<file path="src/pas_pkg.sv">
// Package for the PWM auto-shutdown block: register map, fields, codes.
// Assumes a 32-bit AXI4-Lite register bus and a 20 MHz system clock.
package pas_pkg;
    localparam logic [3:0]  ADDR_CTRL      = 4'h0;
    localparam logic [3:0]  ADDR_IRQ_STAT  = 4'h4;
    localparam logic [3:0]  ADDR_IRQ_MASK  = 4'h8;
    localparam logic [3:0]  ADDR_CFG       = 4'hC;
    localparam logic [7:0]  CTRL_RESET     = 8'h00;
    localparam int          FLAG_BIT       = 7;
    localparam int          SEL_HI         = 6;
    localparam int          SEL_LO         = 4;
    localparam int          AC_HI          = 3;
    localparam int          AC_LO          = 2;
    localparam int          BD_HI          = 1;
    localparam int          BD_LO          = 0;
    localparam int          NUM_IRQ        = 2;
    localparam int          IRQ_SHUTDOWN   = 0;
    localparam int          IRQ_SUPPRESS   = 1;
    localparam int          NUM_CFG        = 4;
    localparam int          CFG_PWM_MODE   = 0;
    localparam int          CFG_CMP1_EN    = 1;
    localparam int          CFG_CMP2_EN    = 2;
    localparam int          CFG_IRQ0_EN    = 3;
    localparam logic [1:0]  RESP_OKAY      = 2'h0;
    localparam logic [1:0]  RESP_SLVERR    = 2'h2;
    localparam logic [1:0]  SAFE_LOW       = 2'h0;
    localparam logic [1:0]  SAFE_HIGH      = 2'h1;
    localparam logic [2:0]  SEL_OFF        = 3'h0;
    localparam logic [2:0]  SEL_C1         = 3'h1;
    localparam logic [2:0]  SEL_C2         = 3'h2;
    localparam logic [2:0]  SEL_C12        = 3'h3;
    localparam logic [2:0]  SEL_I0         = 3'h4;
    localparam logic [2:0]  SEL_I0_C1      = 3'h5;
    localparam logic [2:0]  SEL_I0_C2      = 3'h6;
    localparam logic [2:0]  SEL_I0_C12     = 3'h7;
endpackage

</file>
<file path="src/pas_src_sel.sv">
// Shutdown source selection, purely combinational.
// Assumes comparator and interrupt inputs already synchronised or raw async.
`timescale 1ns/10ps
module pas_src_sel
    import pas_pkg::*;
(
    input  wire logic [2:0] sel_i,
    input  wire logic       cmp1_i,
    input  wire logic       cmp2_i,
    input  wire logic       irq0_i,
    input  wire logic       cmp1_en_i,
    input  wire logic       cmp2_en_i,
    input  wire logic       irq0_en_i,
    output logic            event_o
);
    logic c1;
    logic c2;
    logic i0;
    always_comb begin
        c1 = cmp1_i & cmp1_en_i;
        c2 = cmp2_i & cmp2_en_i;
        i0 = irq0_i & irq0_en_i;
        unique case (sel_i)
            SEL_OFF:    event_o = 1'b0;
            SEL_C1:     event_o = c1;
            SEL_C2:     event_o = c2;
            SEL_C12:    event_o = c1 | c2;
            SEL_I0:     event_o = i0;
            SEL_I0_C1:  event_o = i0 | c1;
            SEL_I0_C2:  event_o = i0 | c2;
            SEL_I0_C12: event_o = i0 | c1 | c2;
        endcase
    end
endmodule // pas_src_sel

</file>
<file path="src/pas_pin_gate.sv">
// Combinational pin gate for one pin pair under shutdown.
// Assumes shutdown is an asynchronous level from the top module.
`timescale 1ns/10ps
module pas_pin_gate
    import pas_pkg::*;
(
    input  wire logic       shutdown_i,
    input  wire logic [1:0] safe_i,
    input  wire logic [1:0] pwm_i,
    input  wire logic [1:0] pwm_oe_i,
    output logic      [1:0] pin_o,
    output logic      [1:0] pin_oe_o
);
    always_comb begin
        if (shutdown_i) begin
            pin_o    = (safe_i == SAFE_HIGH) ? 2'h3 : 2'h0;
            pin_oe_o = safe_i[1] ? 2'h0 : 2'h3;
        end else begin
            pin_o    = pwm_i;
            pin_oe_o = pwm_oe_i;
        end
    end
endmodule // pas_pin_gate

</file>
<file path="src/pas_top.sv">
// PWM auto-shutdown: control register, event flag, period suppression, pin gating.
// Assumes PWM waveform, period start strobe and comparators live outside on CLK_SYS_I.
// Function
// - Shutdown reaches the pins only while the unit is in a PWM mode.
// - Selected comparator or interrupt source disables the outputs asynchronously.
// - Interrupt zero counts as a source only when its enable is set.
// - A comparator counts as a source only when that comparator is enabled.
// - On shutdown each pin pair is driven to its programmed safe state.
// - Shutdown gates outputs combinationally, without waiting for a clock edge.
// - A period starting while a live event or the event flag holds shutdown is suppressed entirely.
// - Hardware sets the event flag; only software write clears it.
// - After a latched event, outputs stay disabled until software clears the event flag and any suppressed period ends.
// - Software writing one to the event flag forces shutdown.
//
// Register access over AXI4-Lite and the address map were decided locally.
`timescale 1ns/10ps
module pas_top
    import pas_pkg::*;
(
    input  wire logic        CLK_SYS_I,
    input  wire logic        NRST_I,
    input  wire logic        S_AXI_AWVALID_I,
    output logic             S_AXI_AWREADY_O,
    input  wire logic [3:0]  S_AXI_AWADDR_I,
    input  wire logic        S_AXI_WVALID_I,
    output logic             S_AXI_WREADY_O,
    input  wire logic [31:0] S_AXI_WDATA_I,
    input  wire logic [3:0]  S_AXI_WSTRB_I,
    output logic             S_AXI_BVALID_O,
    input  wire logic        S_AXI_BREADY_I,
    output logic [1:0]       S_AXI_BRESP_O,
    input  wire logic        S_AXI_ARVALID_I,
    output logic             S_AXI_ARREADY_O,
    input  wire logic [3:0]  S_AXI_ARADDR_I,
    output logic             S_AXI_RVALID_O,
    input  wire logic        S_AXI_RREADY_I,
    output logic [31:0]      S_AXI_RDATA_O,
    output logic [1:0]       S_AXI_RRESP_O,
    input  wire logic        CMP1_OUT_I,
    input  wire logic        CMP2_OUT_I,
    input  wire logic        EXTERNAL_IRQ_ZERO_I,
    input  wire logic        PERIOD_START_I,
    input  wire logic [3:0]  PWM_I,
    input  wire logic [3:0]  PWM_OE_I,
    output logic [3:0]       PIN_O,
    output logic [3:0]       PIN_OE_O,
    output logic             SHUTDOWN_O,
    output logic             IRQ_O
);
    typedef struct packed {
        logic [7:0]         ctrl;
        logic [NUM_CFG-1:0] cfg;
        logic [NUM_IRQ-1:0] irq_stat;
        logic [NUM_IRQ-1:0] irq_mask;
        logic               suppress;
        logic               aw_held;
        logic [3:0]         aw_addr;
        logic               w_held;
        logic [31:0]        w_data;
        logic               w_lane0;
        logic               bvalid;
        logic [1:0]         bresp;
        logic               rvalid;
        logic [31:0]        rdata;
        logic [1:0]         rresp;
        logic [2:0]         sync1;
        logic [2:0]         sync2;
        logic [2:0]         sync3;
        logic [2:0]         sync_ok;
    } pas_state_t;

    pas_state_t st;
    pas_state_t next_st;

    logic       raw_event;
    logic       sync_event;
    logic       pwm_mode;
    logic       shutdown;
    logic       sd_cause;
    logic       do_write;
    logic       wr_ctrl;
    logic [3:0] pin_a_c;
    logic [3:0] pin_oe_a_c;
    logic [1:0] safe_ac;
    logic [1:0] safe_bd;

    assign pwm_mode = st.cfg[CFG_PWM_MODE];
    assign safe_ac  = st.ctrl[AC_HI:AC_LO];
    assign safe_bd  = st.ctrl[BD_HI:BD_LO];

    // Asynchronous source path to the pins
    pas_src_sel u_src_raw (
        .sel_i     (st.ctrl[SEL_HI:SEL_LO]),
        .cmp1_i    (CMP1_OUT_I),
        .cmp2_i    (CMP2_OUT_I),
        .irq0_i    (EXTERNAL_IRQ_ZERO_I),
        .cmp1_en_i (st.cfg[CFG_CMP1_EN]),
        .cmp2_en_i (st.cfg[CFG_CMP2_EN]),
        .irq0_en_i (st.cfg[CFG_IRQ0_EN]),
        .event_o   (raw_event)
    );

    // Filtered copy latches the flag; a change counts once stages two and three agree
    pas_src_sel u_src_sync (
        .sel_i     (st.ctrl[SEL_HI:SEL_LO]),
        .cmp1_i    (st.sync_ok[0]),
        .cmp2_i    (st.sync_ok[1]),
        .irq0_i    (st.sync_ok[2]),
        .cmp1_en_i (st.cfg[CFG_CMP1_EN]),
        .cmp2_en_i (st.cfg[CFG_CMP2_EN]),
        .irq0_en_i (st.cfg[CFG_IRQ0_EN]),
        .event_o   (sync_event)
    );

    // Live event or flag; a suppressed period also holds the pins safe
    assign sd_cause = pwm_mode & (raw_event | st.ctrl[FLAG_BIT]);
    // Suppress must not feed its own reload, or it would never release
    assign shutdown = sd_cause | (pwm_mode & st.suppress);

    pas_pin_gate u_gate_ac (
        .shutdown_i (shutdown),
        .safe_i     (safe_ac),
        .pwm_i      ({PWM_I[2], PWM_I[0]}),
        .pwm_oe_i   ({PWM_OE_I[2], PWM_OE_I[0]}),
        .pin_o      ({pin_a_c[2], pin_a_c[0]}),
        .pin_oe_o   ({pin_oe_a_c[2], pin_oe_a_c[0]})
    );

    pas_pin_gate u_gate_bd (
        .shutdown_i (shutdown),
        .safe_i     (safe_bd),
        .pwm_i      ({PWM_I[3], PWM_I[1]}),
        .pwm_oe_i   ({PWM_OE_I[3], PWM_OE_I[1]}),
        .pin_o      ({pin_a_c[3], pin_a_c[1]}),
        .pin_oe_o   ({pin_oe_a_c[3], pin_oe_a_c[1]})
    );

    assign PIN_O      = pin_a_c;
    assign PIN_OE_O   = pin_oe_a_c;
    assign SHUTDOWN_O = shutdown;
    assign IRQ_O      = |(st.irq_stat & st.irq_mask);

    assign S_AXI_AWREADY_O = ~st.aw_held;
    assign S_AXI_WREADY_O  = ~st.w_held;
    assign S_AXI_BVALID_O  = st.bvalid;
    assign S_AXI_BRESP_O   = st.bresp;
    assign S_AXI_ARREADY_O = ~st.rvalid;
    assign S_AXI_RVALID_O  = st.rvalid;
    assign S_AXI_RDATA_O   = st.rdata;
    assign S_AXI_RRESP_O   = st.rresp;

    assign do_write = st.aw_held & st.w_held & ~st.bvalid;
    assign wr_ctrl  = do_write & (st.aw_addr == ADDR_CTRL) & st.w_lane0;

    always_comb begin
        next_st = st;
        next_st.sync1 = {EXTERNAL_IRQ_ZERO_I, CMP2_OUT_I, CMP1_OUT_I};
        next_st.sync2 = st.sync1;
        next_st.sync3 = st.sync2;
        next_st.sync_ok = (st.sync2 & st.sync3) | (st.sync_ok & (st.sync2 | st.sync3));

        if (S_AXI_AWVALID_I && !st.aw_held) begin
            next_st.aw_held = 1'b1;
            next_st.aw_addr = S_AXI_AWADDR_I;
        end
        if (S_AXI_WVALID_I && !st.w_held) begin
            next_st.w_held  = 1'b1;
            next_st.w_data  = S_AXI_WDATA_I;
            next_st.w_lane0 = S_AXI_WSTRB_I[0];
        end

        if (do_write) begin
            next_st.bvalid  = 1'b1;
            next_st.bresp   = RESP_OKAY;
            next_st.aw_held = 1'b0;
            next_st.w_held  = 1'b0;
            if (st.w_lane0) begin
                unique case (st.aw_addr)
                    ADDR_CTRL:     next_st.ctrl     = st.w_data[7:0];
                    ADDR_IRQ_STAT: next_st.irq_stat = st.irq_stat & ~st.w_data[NUM_IRQ-1:0];
                    ADDR_IRQ_MASK: next_st.irq_mask = st.w_data[NUM_IRQ-1:0];
                    ADDR_CFG:      next_st.cfg      = st.w_data[NUM_CFG-1:0];
                    default:       next_st.bresp    = RESP_SLVERR;
                endcase
            end else if (st.aw_addr != ADDR_CTRL && st.aw_addr != ADDR_IRQ_STAT
                         && st.aw_addr != ADDR_IRQ_MASK && st.aw_addr != ADDR_CFG) begin
                next_st.bresp = RESP_SLVERR;
            end
        end else if (st.bvalid && S_AXI_BREADY_I) begin
            next_st.bvalid = 1'b0;
        end

        // Hardware set beats the software clear in the same cycle.
        // Only the filtered copy reaches the flag; a glitch under one clock gates pins but does not set the flag.
        if (pwm_mode && sync_event) begin
            next_st.ctrl[FLAG_BIT] = 1'b1;
        end

        // Period boundary: suppress whole period while shutdown persists
        if (PERIOD_START_I) begin
            next_st.suppress = sd_cause;
        end

        if (pwm_mode && !st.ctrl[FLAG_BIT] && next_st.ctrl[FLAG_BIT]) begin
            next_st.irq_stat[IRQ_SHUTDOWN] = 1'b1;
        end
        if (PERIOD_START_I && sd_cause) begin
            next_st.irq_stat[IRQ_SUPPRESS] = 1'b1;
        end

        if (S_AXI_ARVALID_I && !st.rvalid) begin
            next_st.rvalid = 1'b1;
            next_st.rresp  = RESP_OKAY;
            next_st.rdata  = 32'h0000_0000;
            unique case (S_AXI_ARADDR_I)
                ADDR_CTRL:     next_st.rdata[7:0]         = st.ctrl;
                ADDR_IRQ_STAT: next_st.rdata[NUM_IRQ-1:0] = st.irq_stat;
                ADDR_IRQ_MASK: next_st.rdata[NUM_IRQ-1:0] = st.irq_mask;
                ADDR_CFG:      next_st.rdata[NUM_CFG-1:0] = st.cfg;
                default:       next_st.rresp              = RESP_SLVERR;
            endcase
        end else if (st.rvalid && S_AXI_RREADY_I) begin
            next_st.rvalid = 1'b0;
        end
    end

    always_ff @(posedge CLK_SYS_I or negedge NRST_I) begin
        if (!NRST_I) begin
            st      <= '0;
            st.ctrl <= CTRL_RESET;
        end else begin
            st <= next_st;
        end
    end
endmodule // pas_top

</file>
<file path="config.mk">
export PLATFORM = sky130hd
export DESIGN_NAME = pas_top
export DESIGN_NICKNAME = d
export VERILOG_FILES = /design/src/pas_pkg.sv /design/src/pas_src_sel.sv /design/src/pas_pin_gate.sv /design/src/pas_top.sv
export SDC_FILE = /design/constraint.sdc
export NUM_CORES = 1
export LEC_CHECK = 0
export ABC_AREA = 1
export BUFFER_PORTS_ARGS = -buffer_cell sky130_fd_sc_hd__buf_2
export CORE_MARGIN = 2
export CORE_UTILIZATION = 43
export CTS_CLUSTER_SIZE = 20
export DETAILED_ROUTE_END_ITERATION = 10
export GPL_TIMING_DRIVEN = 0
export PLACE_DENSITY_LB_ADDON = 0.15
export SLEW_MARGIN = 5
export SYNTH_ARGS = -nofsm -noshare
export SYNTH_HDL_FRONTEND = slang
export SYNTH_HIERARCHICAL = 1
export SYNTH_SLANG_ARGS = --single-unit
</file>
<file path="constraint.sdc">
create_clock -name CLK_SYS_I -period 1.29 [get_ports CLK_SYS_I]
set_input_delay 0.258 -clock CLK_SYS_I [delete_from_list [all_inputs] [get_ports CLK_SYS_I]]
set_output_delay 0.258 -clock CLK_SYS_I [all_outputs]
set_load 0.01 [all_outputs]
</file>
# Word-level counts from Yosys, hierarchy flattened
# Cells that the tools add are included.
op_classes:
  n_eq_ne: 18
  muxes: 34
  n_bitwise: 31
  n_reduce_logical: 38
op_table:
  columns: ["op", "n"]
  rows:
  - ["$mux W34", 1]
  - ["$mux W16", 2]
  - ["$mux W2", 14]
  - ["$reduce_bool A2 Y1", 10]
  - ["$eq A4 B4 Y1 const B", 4]
  - ["$pmux W1 S8", 2]
  - ["$reduce_and A3 Y1", 5]
  - ["$eq A3 B3 Y1 const B", 4]
  - ["$logic_and A1 B1 Y1", 12]
  - ["$and A1 B1 Y1", 10]
  - ["$or A1 B1 Y1", 10]
  - ["$mux W1", 9]
  - ["$eq A4 B3 Y1 const B", 2]
  - ["$logic_not A4 Y1", 2]
  - ["$mux W4", 2]
  - ["$mux W8", 1]
  - ["$ne A4 B4 Y1 const B", 2]
  - ["$pmux W2 S4", 1]
  - ["$reduce_or A4 Y1", 2]
  - ["$and A3 B3 Y3", 2]
  - ["$eq A3 B2 Y1 const B", 2]
  - ["$or A3 B3 Y3", 2]
  - ["$mux W5", 1]
  - ["$and A2 B2 Y2", 2]
  - ["other kinds (10)", 17]
totals:
  reg_bits: 82
  input_bits: 63
  out_inout_bits: 51
  elab_cells: 142

# Longest topological paths before layout
# Gate-level depths: netlist of run 1.
depth:
  word_depth: 9
  ltp_mapped: 7

# Hierarchy
# The synthesis of run 1 kept the hierarchy.
by_module_without_submodules:
  columns: ["mod", "instances", "cells_each", "area_per_inst_um2", "seq_area_each_um2"]
  rows:
  - ["pas_top", 1, 247, 2518.7, 1401.3]
  - ["pas_pin_gate", 2, 12, 46.3, 0.0]
  - ["pas_src_sel", 2, 4, 20.0, 0.0]

# Worst setup path after synthesis of run 1
# OpenSTA, ideal clock, no wires.
synth_timing:
  kind: "register to output"
  start: "reg st[97] in the netlist's numbering"
  end: "out PIN_OE_O[0]"
  arrival_ps: 1288
  required_time_ps: 1032
  setup_slack_ps: -256
  stages_incl_launch_ff: 8
  path_buffers: 0
  cell_sequence: "dfrtp_1 -> nand3_1 -> nand3_1 -> nor2_1 -> a21oi_1 -> inv_1 -> nand2_1 -> nand2_1"
synth_via:
  elab_chain_cells: 8
synth_rtl:
  columns: ["item", "line_no", "text"]
  rows:
  - ["start, declared", "pas_top.sv:72", "pas_state_t st;"]
  - ["start signal, assigned", "pas_top.sv:232", "st <= next_st;"]
  - ["$and A1 B1 Y1 *", "pas_src_sel.sv:22", "i0 = irq0_i & irq0_en_i;"]
  - ["$or A1 B1 Y1", "pas_src_sel.sv:29, pas_src_sel.sv:31", null]
  - ["$or A1 B1 Y1", "pas_src_sel.sv:31", "SEL_I0_C12: event_o = i0 | c1 | c2;"]
  - ["$pmux W1 S8 *", "pas_src_sel.sv:23", "unique case (sel_i)"]
  - ["net raw_event", "pas_top.sv:75", "logic raw_event;"]
  - ["$or A1 B1 Y1 *", "pas_top.sv:116", "assign sd_cause = pwm_mode & (raw_event | st.ctrl[FLAG_BIT]);"]
  - ["$and A1 B1 Y1 *", "pas_top.sv:116", null]
  - ["$or A1 B1 Y1 *", "pas_top.sv:118", "assign shutdown = sd_cause | (pwm_mode & st.suppress);"]
  - ["net SHUTDOWN_O", "pas_top.sv:47", "output logic SHUTDOWN_O,"]
  - ["$mux W2 *", "pas_pin_gate.sv:15", "if (shutdown_i) begin"]
  - ["end, declared", "pas_top.sv:46", "output logic [3:0] PIN_OE_O,"]
# The timed path passes the listed nets; every way through them passes the cells marked *.

# Worst setup path after layout of run 1
layout_timing:
  start: "reg st[97] in the netlist's numbering"
  end: "out PIN_OE_O[0]"
layout_via:
  elab_chain_cells: 8
layout_rtl:
  columns: ["item", "line_no"]
  rows:
  - ["$and A1 B1 Y1 *", "pas_src_sel.sv:22"]
  - ["$or A1 B1 Y1", "pas_src_sel.sv:29, pas_src_sel.sv:31"]
  - ["$or A1 B1 Y1", "pas_src_sel.sv:31"]
  - ["$pmux W1 S8 *", "pas_src_sel.sv:23"]
  - ["net raw_event", "pas_top.sv:75"]
  - ["$or A1 B1 Y1 *", "pas_top.sv:116"]
  - ["$and A1 B1 Y1 *", "pas_top.sv:116"]
  - ["$or A1 B1 Y1 *", "pas_top.sv:118"]
  - ["$mux W2 *", "pas_pin_gate.sv:15"]
# Marks and branches as above.

==> PnR_summary.wiki, run 1 <==
{| class="wikitable"
! Metric !! Value
|-
| Wire length of the first global-routing pass || 8470 um
|-
| Htree depth || 2
|-
| Startpoint-to-endpoint class of the critical path || register to output port
|-
| Main combinational cell family by area after synthesis || simple AND/OR/NAND/NOR gates
|-
| Drt pass-1 iters || 6
|-
| RSZ-0062 raised after global routing || true
|-
| Post-Route Setup TNS || -5.62 ns
|-
| Setup clock skew after layout || 0.00535 ns
|-
| Largest net degree at the start of global routing || 57
|-
| Cell at the root of the clock tree || clkbuf_8
|-
| Starting Density || 44.5%
|-
| Clk Latency, worst-skew pair || 0.31 ns
|-
| Top cell type's share of synthesized area || 52.9%
|-
| Worst-path clk slew || 0.10 ns
|-
| Post-route minimum period || 1.89 ns
|-
| Share of the synthesized netlist area taken by xor and xnor gates || 0%
|-
| Die Span Y || 82.5 um
|-
| Crit path max-delay cell type || dfrtp_1
|-
| Actual slew at the worst max-slew pin || 0.682 ns
|-
| Top cell family by delay on the critical path || flip-flops
|-
| Filler-free cell count of the finished design || 462
|-
| Number of primary I/O pins || 114
|-
| Cell depth of the worst flop-to-flop path || 9
|-
| Number of maximum-capacitance constraint violations || 0
|-
| Die Width || 82.5 um
|-
| Share of the synthesized area in compound gates (AO/OA/AOI/OAI) || 9.06%
|-
| Total gr overflow || 0
|-
| Synthesized instance count || 279
|-
| Required arrival time at the worst endpoint || 1.03 ns
|-
| Timing-limited maximum frequency || 530 MHz
|-
| Cell type with the largest total area after synthesis || dfrtp_1
|-
| Distinct cell type count after synthesis || 30
|-
| Top FF cell, synth || dfrtp_1
|-
| Largest cells by area after synthesis || dfrtp_1 (53%), buf_4 (11%), nand2_1 (7.4%)
|-
| Buffer and inverter count on the worst path || 2
|-
| Share of the cycle needed by the critical path after routing || 146%
|-
| Failing checks || hold timing, setup timing
|-
| Number of synthesis warnings || 6
|-
| Antenna diode instance count || 0
|-
| CTS sink cnt || 56
|-
| Register bit total from synthesis || 56
|-
| Core region area || 5960 um2
|-
| Setup-failing EPs final || 12
|-
| Critical R2R Launch || st[97]
|-
| Clk buf depth || 2
|-
| Mux contribution to synthesized area || 1.70%
|-
| Clock buffer count from CTS || 5
|-
| Sequential-to-total area share from yosys stat || 52.9%
|-
| Adder-cell area share of the yosys netlist || 1.13%
|-
| Post-layout power || 5.82 mW
|-
| Mapped Area || 2650 um2
|-
| Largest incremental delay on the critical path || 0.43 ns
|-
| Fraction of the mapped netlist area in simple logic gates || 20.1%
|-
| Hold Vio Cnt, Final || 27
|-
| Input/output buffers || 60
|-
| Post-layout worst setup margin || -0.597 ns
|-
| Register-to-Register Setup Slack || -0.27 ns
|-
| Vias in the first global route || 1802
|-
| Largest fanout on the critical path || 7
|-
| Final Hold Slack || -0.0280 ns
|-
| CP cell instances || nand3_2 > nand3_2 > nor2_4 > a21oi_4 > inv_2 > nand2_2 > nand2_2 > buf_6
|-
| Number of synthesized flops with an enable pin || 0
|-
| Placed Cells || 439
|-
| Average detailed-routed wire length per instance || 12.1 um
|-
| Layout Nets || 450
|-
| Worst rel slew slack || 54.5%
|-
| Detailed Route WL || 5580 um
|-
| Number of remaining DRC errors || 0
|-
| Proportion of layout cells with a drive suffix above 1 || 45.0%
|-
| Number of max-slew violations in the final report || 0
|-
| Clock tree from TritonCTS || done
|-
| Startpoint class of the critical path || register
|-
| Crit path DAT || 1.63 ns
|-
| Average cell area after synthesis || 9.50 um2
|-
| Type of the most critical hold path || input port to async pin
|-
| Total die area || 6810 um2
|-
| Kind of end point of the critical path || output port
|-
| VDD IR-drop max || 0.00125 V
|-
| Result of the run || finished with violations
|-
| Power density relative to cell area || 1650 nW/um2
|-
| Leakage || 1.87 nW
|-
| Cell row count || 28
|-
| Total number of cells along the worst setup path || 8
|-
| Post-detail-place hpwl || 3820 um
|-
| Via count normalized by instance count || 4.49
|-
| Ys async rst share || 100%
|-
| Combined global-route utilization of all metal layers || 16.6%
|-
| Capture point of the worst reg-to-reg path || st[89]
|-
| RD Place Congestion || 0.795
|-
| Total number of vias || 2074
|-
| Initial antenna violation count || 0
|-
| Initial drt markers || 152
|-
| Area growth from synthesis to final layout || 33.2%
|-
| Antenna-violating nets left || 0
|}
==> registers in the layout, indices dropped and copies added, names as in the netlist <==
name            flops
S_AXI_RDATA_O       8
next_st             6
S_AXI_RVALID_O      1
safe_bd             2
safe_ac             2
S_AXI_BVALID_O      1
st                 33
S_AXI_RRESP_O       1
pwm_mode            1
S_AXI_BRESP_O       1
==> cells in the mapped netlist (2+ instances only) <==
master,n
a21oi_1,10
a31oi_1,2
buf_4,38
dfrtp_1,56
inv_1,24
maj3_1,3
mux2_2,4
nand2_1,52
nand2_2,5
nand3_1,17
nand4_1,11
nor2_1,15
o21ai_0,14
o21ai_1,8
o21ai_2,5
==> cell usage in the layout (no fill, tap or decap), types with 2 or more instances in the layout <==
master	instances
clkbuf_8	5
a21oi_1	9
nand4_1	11
inv_1	19
nand3_1	11
bufinv_16	2
nor2_1	14
mux2_2	4
a31oi_1	2
nand2_2	21
conb_1	26
dfrtp_1	55
o21ai_1	8
o21ai_2	5
nand2_1	35
nor2_4	2
buf_4	55
maj3_1	3
nand3_2	6
o21ai_0	14
inv_2	6
buf_6	8
buf_2	52
==> worst reg2reg max path: stages, from the launching register on <==
cell      delay, ns
dfrtp_1        0.44
nand3_2        0.10
nand3_2        0.09
nor2_4         0.17
buf_4          0.13
buf_4          0.09
buf_4          0.10
buf_4          0.10
nand3b_1       0.12
o21ai_0        0.10
==> where the power goes <==
group          total [mW]  internal (mW)  switching, mW
combinational        1.91          0.869           1.04
clock                1.31          0.764          0.546
sequential           2.60           2.22          0.377
==> worst max path at each step <==
stage                start     endpoint  slack [ns]
global route        st[97]     PIN_O[3]       -0.67
finish              st[97]  PIN_OE_O[0]       -0.60
CTS                 st[96]  PIN_OE_O[0]       -0.57
floorplan           st[97]  PIN_OE_O[0]       -0.09
detailed placement  st[96]     PIN_O[0]       -0.37
global placement    st[96]     PIN_O[2]       -0.34
==> cell families after synthesis <==
group / count (synthesis)
buf+inv: 66
fa+ha+maj: 3
simple gates: 107
mux: 4
compound gates: 42
flops: 56
other cells: 1
==> what timing repair did <==
action,CTS,global route
gates resized for setup,15,19
setup endpoints to repair,10,27
hold buffers,0,0
setup buffers,10,7
pin swaps,4,19
==> area by class of cell <==
| cell class | count | area, um2 |
|---|---|---|
| fill | 531 | 2420 |
| sequential | 56 | 1400 |
| multi-input combinational | 182 | 1040 |
| timing repair buffer | 76 | 467 |
| buffer | 40 | 300 |
| inverter | 26 | 97.6 |
| tap | 75 | 93.8 |
| clock buffer | 5 | 68.8 |
| clock inverter | 2 | 60.1 |
==> through the flow <==
stage	worst slack, ns	cell area, um2	hold slack (ns)	util, %
3_5_place_dp	-0.365	3160	0.337	53.1
5_1_grt	-0.669	3530	0.0298	59.3
2_1_floorplan	-0.0934	2770	-0.0376	-
3_3_place_gp	-0.336	3160	0.333	53.1
6_report	-0.597	3530	-0.0280	59.3
4_1_cts	-0.570	3410	0.0692	57.3
==> metal layers <==
metal  up-vias  GRT usage, %  share of wire, %
met2        69          27.7                50
li1       1070             -                 -
met3        10          3.59               6.6
met5         -             0                 0
met4         0          4.43               1.3
met1       925          22.0                42
Note: power is estimated with default switching activity, not from simulation.
==> run 2, diff against run 1 <==
Settings changed: REMOVE_ABC_BUFFERS from default to 1.
==> run 2 against run 1 <==
The run still ends with hold timing, setup timing left. Critical path type unchanged. Largest power group unchanged. Final cell count fell by 8.0%. Clock power down 14%. Highest routed layer unchanged. Combinational power decreased by 4%.
==> PnR_summary.wiki, run 2 (same netlist as run 1, synthesis figures left out) <==
{| class="wikitable"
! Metric !! Value
|-
| Result of the run || finished with violations
|-
| Failing checks || hold timing, setup timing
|-
| Setup clock skew after layout || 0.00686 ns (+0.00152 ns)
|-
| Filler cell count in the final layout || 552 (+4.0%)
|-
| Antenna diode instance count || 0 (unchanged)
|-
| Placed Cells || 399 (-9.1%)
|-
| Number of maximum-capacitance constraint violations || 0 (unchanged)
|-
| Die Span Y || 82.5 um (unchanged)
|-
| VDD IR-drop max || 0.00105 V (-16%)
|-
| Required arrival time at the worst endpoint || 1.03 ns (about the same)
|-
| Part of the total power dissipated in the clock network || 20.3% (-2.2 points)
|-
| RD Place Congestion || 0.771 (-3.0%)
|-
| Register-to-Register Setup Slack || 0.05 ns (+0.32 ns)
|-
| Layout Nets || 412 (-8.4%)
|-
| Antenna-violating nets left || 0 (unchanged)
|-
| Combinational fraction of design power || 33.1% (+0.3 points)
|-
| Number of remaining DRC errors || 0 (unchanged)
|-
| Initial drt markers || 146 (-3.9%)
|-
| Post-detail-place hpwl || 3700 um (-3.3%)
|-
| Total die area || 6810 um2 (unchanged)
|-
| Crit path from || st[104]
|-
| Wire length of the first global-routing pass || 8080 um (-4.6%)
|-
| Clock buffer count from CTS || 5 (unchanged)
|-
| Starting Density || 44.5% (unchanged)
|-
| CTS sink cnt || 56 (unchanged)
|-
| Area growth from synthesis to final layout || 20.0%
|-
| Kind of end point of the critical path || output port
|-
| Type of the most critical hold path || input port to async pin
|-
| Critical R2R Launch || S_AXI_BVALID_O
|-
| Clk Latency, worst-skew pair || 0.30 ns (about the same)
|-
| Largest reg by FF count || st
|-
| Core region area || 5960 um2 (unchanged)
|-
| Average detailed-routed wire length per instance || 12.8 um (+6.4%)
|-
| Most common cell after layout, fill and taps aside || buf_2
|-
| Post-layout worst setup margin || -0.510 ns (+0.0869 ns)
|-
| Crit path DAT || 1.54 ns (-0.09 ns)
|-
| Net switching power of the design || 1.97 mW (+0.47%)
|-
| Timing-limited maximum frequency || 556 MHz (+4.8%)
|-
| Startpoint-to-endpoint class of the critical path || register to output port
|-
| Design internal power || 3.58 mW (-6.9%)
|-
| Total gr overflow || 0 (unchanged)
|-
| Detailed Route WL || 5460 um (-2.1%)
|-
| Share of the core filled with cells || 53.4% (-5.9 points)
|-
| Clk buf depth || 2 (unchanged)
|-
| Max FFs per register || 33 (unchanged)
|-
| Initial antenna violation count || 0 (unchanged)
|-
| Startpoint class of the critical path || register
|-
| Hold buffers post-CTS || 0 (unchanged)
|-
| Worst-path clk slew || 0.09 ns (about the same)
|-
| Largest net degree at the start of global routing || 57 (unchanged)
|-
| Actual slew at the worst max-slew pin || 0.689 ns (+0.00638 ns)
|-
| Via count normalized by instance count || 4.61 (+2.7%)
|-
| Final Hold Slack || -0.00654 ns (+0.0215 ns)
|-
| RSZ-0062 raised after global routing || true
|-
| Htree depth || 2 (unchanged)
|-
| Filler-free cell count of the finished design || 425 (-8.0%)
|-
| Worst rel slew slack || 54.1% (-0.43 points)
|-
| Post-layout power || 5.56 mW (-4.4%)
|-
| Combined global-route utilization of all metal layers || 15.8% (-0.77 points)
|-
| Hold Vio Cnt, Final || 20 (-26%)
|-
| Leading cell types in the layout, fill and taps excluded || buf_2 (59), dfrtp_1 (54), nand2_1 (50)
|-
| Setup-failing EPs final || 10 (-2)
|-
| Die Width || 82.5 um (unchanged)
|-
| Leakage || 1.64 nW (-12%)
|-
| Flop pwr share || 46.6% (+2.0 points)
|-
| Switching fraction of total power || 35.5% (+1.7 points)
|-
| Cell row count || 28 (unchanged)
|-
| Number of primary I/O pins || 114 (unchanged)
|-
| Drt pass-1 iters || 4 (-2)
|-
| Total number of vias || 1959 (-5.5%)
|-
| Proportion of layout cells with a drive suffix above 1 || 35.1% (-9.8 points)
|-
| Cell at the root of the clock tree || clkbuf_8
|-
| Share of the cycle needed by the critical path after routing || 140% (-6.7 points)
|-
| Largest fanout on the critical path || 7 (unchanged)
|-
| Clock tree from TritonCTS || done
|-
| Vias in the first global route || 1694 (-6.0%)
|-
| Power density relative to cell area || 1750 nW/um2 (+6.1%)
|-
| Worst setup slack before clock tree synthesis || -0.521 ns (-0.156 ns)
|-
| Input/output buffers || 60 (unchanged)
|-
| Number of max-slew violations in the final report || 0 (unchanged)
|-
| Post-route minimum period || 1.80 ns (-0.0869 ns)
|}
==> run 2: repair_timing <==
item / 4_1_cts / 5_1_grt
endpoints found under the setup margin: 23 / 36
pin swaps: 3 / 4
resized for setup: 10 / 14
setup buffers: 7 / 10
gates cloned: 0 / 1
==> run 2: per-layer routing <==
layer  global-route usage [%]  wire length, um
met1                     22.0             2450
met2                     24.8             2710
met3                     3.04              263
met4                     5.57               40
met5                        0                0
==> run 2: path summary, 6_finish.rpt <==
path                       cells after the start           to
max                                            9  PIN_OE_O[1]
min                                            1        st[0]
max reg2reg                                    6       st[97]
min reg2reg                                    0   next_st[3]
max in group asynchronous                      1       st[96]
min in group CLK_SYS_I                         1   next_st[6]
==> run 2: power by group through the flow <==
stage / clock (mW) / sequential [mW] / combinational [mW]
after floorplan: 0 / 2.56 / 0.951
after global placement: 0 / 2.61 / 1.36
after detailed placement: 0 / 2.64 / 1.40
after CTS: 1.16 / 2.58 / 1.56
after global routing: 1.22 / 2.65 / 2.05
final: 1.13 / 2.59 / 1.84
==> run 2: cell type report <==
cell class	count	area, um2	share of cell area (%)
clock inverters	2	35.0	1.10
repair buffers	77	447	14.0
multi-input cells	183	1030	32.2
flip-flops and latches	56	1400	44.1
well taps	75	93.8	2.95
clock buffers	6	72.6	2.28
inverters	26	104	3.26
==> run 2: critical path, stage by stage (launching register included) <==
cell     delay (ns)
dfrtp_1        0.44
nand3_2        0.09
nand3_2        0.07
nor2_2         0.04
a21oi_2        0.15
buf_6          0.15
inv_2          0.05
nand2_1        0.06
nand2_1        0.05
buf_2          0.13
==> run 2: metrics by stage <==
| stage | instance area [um2] | setup TNS [ns] |
|---|---|---|
| after floorplan | 2440 | -2.05 |
| after global placement | 2840 | -9.41 |
| after detailed placement | 2840 | -9.29 |
| after CTS | 3030 | -4.36 |
| after global routing | 3180 | -5.65 |
| final | 3180 | -4.41 |
==> run 3, diff against run 2 <==
Settings changed: RECOVER_POWER from default to 100.
==> run 3 against run 2 <==
The flow finishes with violations (setup timing). First-iteration DRC count rose by 2.7%. Count of clock-buffer cells in the layout unchanged. Total power decreased by 1.4%. Routed wire length is essentially flat. Global-route usage unchanged. Sequential share of layout area is 0.60 points higher. Critical path depth unchanged. Largest cell class unchanged. Largest power group unchanged.
==> PnR_summary.wiki, run 3 (same netlist as run 1, synthesis figures left out) <==
{| class="wikitable"
! Metric !! Value
|-
| Largest incremental delay on the critical path || 0.44 ns (about the same)
|-
| Proportion of layout cells with a drive suffix above 1 || 29.4% (-5.7 points)
|-
| Filler cell count in the final layout || 563 (+2.0%)
|-
| Setup clock skew after layout || 0.00467 ns (-0.00219 ns)
|-
| Type of the most critical hold path || input port to register
|-
| Actual slew at the worst max-slew pin || 1.21 ns (+0.524 ns)
|-
| Post-layout worst setup margin || -0.512 ns (-0.00195 ns)
|-
| Crit path max-delay cell type || dfrtp_1
|-
| Setup-failing EPs final || 25 (+15)
|-
| Leakage || 1.58 nW (-3.8%)
|-
| Kind of end point of the critical path || output port
|-
| Failing checks || setup timing
|-
| Max FFs per register || 33 (unchanged)
|-
| Required arrival time at the worst endpoint || 1.03 ns (about the same)
|-
| Hold Vio Cnt, Final || 0 (-100%)
|-
| Clock tree from TritonCTS || done
|-
| Most common cell after layout, fill and taps aside || dfrtp_1
|-
| Initial drt markers || 150 (+2.7%)
|-
| RD Place Congestion || 0.771 (unchanged)
|-
| Total gr overflow || 0 (unchanged)
|-
| Initial antenna violation count || 0 (unchanged)
|-
| VDD IR-drop max || 0.000948 V (-9.4%)
|-
| Htree depth || 2 (unchanged)
|-
| Largest fanout on the critical path || 7 (unchanged)
|-
| Wire length of the first global-routing pass || 8080 um (unchanged)
|-
| Antenna-violating nets left || 0 (unchanged)
|-
| Power density relative to cell area || 1740 nW/um2 (-0.11%)
|-
| Cell row count || 28 (unchanged)
|-
| Starting Density || 44.5% (unchanged)
|-
| Cell area reported after detailed placement || 2840 um2 (unchanged)
|-
| Via count normalized by instance count || 4.63 (+0.46%)
|-
| Core region area || 5960 um2 (unchanged)
|-
| Number of primary I/O pins || 114 (unchanged)
|-
| Average detailed-routed wire length per instance || 12.8 um (about the same)
|-
| Number of maximum-capacitance constraint violations || 0 (unchanged)
|-
| Clock buffer count from CTS || 5 (unchanged)
|-
| Detailed Route WL || 5460 um (about the same)
|-
| Area growth from synthesis to final layout || 18.4%
|-
| Worst-path clk slew || 0.09 ns (about the same)
|-
| Leading cell types in the layout, fill and taps excluded || dfrtp_1 (54), nand2_1 (51), buf_2 (44)
|-
| Largest reg by FF count || st
|-
| Input/output buffers || 60 (unchanged)
|-
| Post-Route Setup TNS || -5.54 ns (-1.13 ns)
|-
| Clk Latency, worst-skew pair || 0.30 ns (about the same)
|-
| Number of max-slew violations in the final report || 0 (unchanged)
|-
| Largest net degree at the start of global routing || 57 (unchanged)
|-
| Register-to-Register Setup Slack || -0.10 ns (-0.15 ns)
|-
| Layout Nets || 412 (unchanged)
|-
| CP cell instances || nand3_2 > nand3_2 > nor2_2 > a21oi_2 > buf_6 > inv_2 > nand2_1 > nand2_1 > buf_2
|-
| Die Span Y || 82.5 um (unchanged)
|-
| RSZ-0062 raised after global routing || true
|-
| CTS sink cnt || 56 (unchanged)
|-
| Final Hold Slack || 0.0767 ns (+0.0832 ns)
|-
| Vias in the first global route || 1694 (unchanged)
|-
| Hold buffers post-CTS || 0 (unchanged)
|-
| Post-detail-place hpwl || 3700 um (unchanged)
|-
| Combined global-route utilization of all metal layers || 15.8% (unchanged)
|-
| Clk buf depth || 2 (unchanged)
|-
| Share of the core filled with cells || 52.7% (-0.71 points)
|-
| Timing-limited maximum frequency || 555 MHz (-0.11%)
|-
| Post-route minimum period || 1.80 ns (+0.00195 ns)
|-
| Startpoint class of the critical path || register
|-
| Share of the cycle needed by the critical path after routing || 140% (+0.15 points)
|-
| Die Width || 82.5 um (unchanged)
|-
| Worst rel slew slack || 19.2% (-35 points)
|-
| Cell at the root of the clock tree || clkbuf_8
|-
| Total number of vias || 1968 (+0.46%)
|-
| Total die area || 6810 um2 (unchanged)
|-
| Antenna diode instance count || 0 (unchanged)
|-
| Result of the run || finished with violations
|-
| Drt pass-1 iters || 4 (unchanged)
|-
| Crit path DAT || 1.54 ns (about the same)
|-
| Number of remaining DRC errors || 0 (unchanged)
|-
| Final instance area || 3140 um2 (-1.3%)
|-
| Startpoint-to-endpoint class of the critical path || register to output port
|}
[run 3: changes by cell type in the layout (fill, tap and decap cells not counted)]
cell      previous run  this run
buf_2               59        44
buf_4               16        14
clkbuf_1             1        17
clkbuf_4             0         1
inv_1               20        22
inv_2                4         2
nand2_1             50        51
nand2_4              1         0
nand3_1             11        12
nand3_4              1         0
[run 3: what timing repair did]
item | in CTS | in global routing
gates resized for setup | 10 | 14
setup endpoints to repair | 23 | 36
pin swaps | 3 | 4
gates cloned | 0 | 1
buffers inserted | 7 | 10
[run 3: through the flow]
step                      total power, mW  worst slack, ns  std cells
after floorplan                      3.51           -0.256        264
after global placement               3.98           -0.509        399
after detailed placement             4.03           -0.521        399
after CTS                            5.29           -0.503        414
after global routing                 5.84           -0.624        425
final                                5.48           -0.512        425
[run 3: worst paths after layout]
path,startpoint,end,depth (start not counted)
min reg2reg,next_st[6],next_st[3],0
max,st[104],PIN_OE_O[1],9
max reg2reg,S_AXI_BVALID_O,st[104],7
min,CMP1_OUT_I,next_st[6],1
max in group asynchronous,NRST_I,st[96],1
min in group asynchronous,NRST_I,st[0],1
[run 3: report_power, final]
part	switching (mW)	internal (mW)	leakage, nW
sequential	0.350	2.22	0.688
clock	0.545	0.577	0.0552
combinational	1.04	0.742	0.832
total	1.94	3.54	1.58
[run 3: worst max-delay path, delay by kind of cell, from the launching register on]
family | cells | cell delay (ns)
AND/OR/NAND/NOR | 5 | 0.31
AO/OA/AOI/OAI | 1 | 0.15
flip-flops | 1 | 0.44
buffers and inverters | 3 | 0.33
[run 3: layout make-up]
cell class	count	area [um2]	area share [%]
inverter	26	104	3.31
timing repair buffer	77	424	13.5
tap	75	93.8	2.99
clock buffer	6	72.6	2.31
sequential	56	1400	44.7
multi-input combinational	183	1010	32.0
clock inverter	2	35.0	1.12
[run 3: per-layer routing]
| layer | up-vias | GRT usage [%] | routed length, um |
|---|---|---|---|
| met5 | - | 0 | 0 |
| met4 | 0 | 5.57 | 59 |
| met2 | 54 | 24.8 | 2700 |
| li1 | 993 | - | - |
| met3 | 7 | 3.04 | 273 |
| met1 | 914 | 22.0 | 2430 |
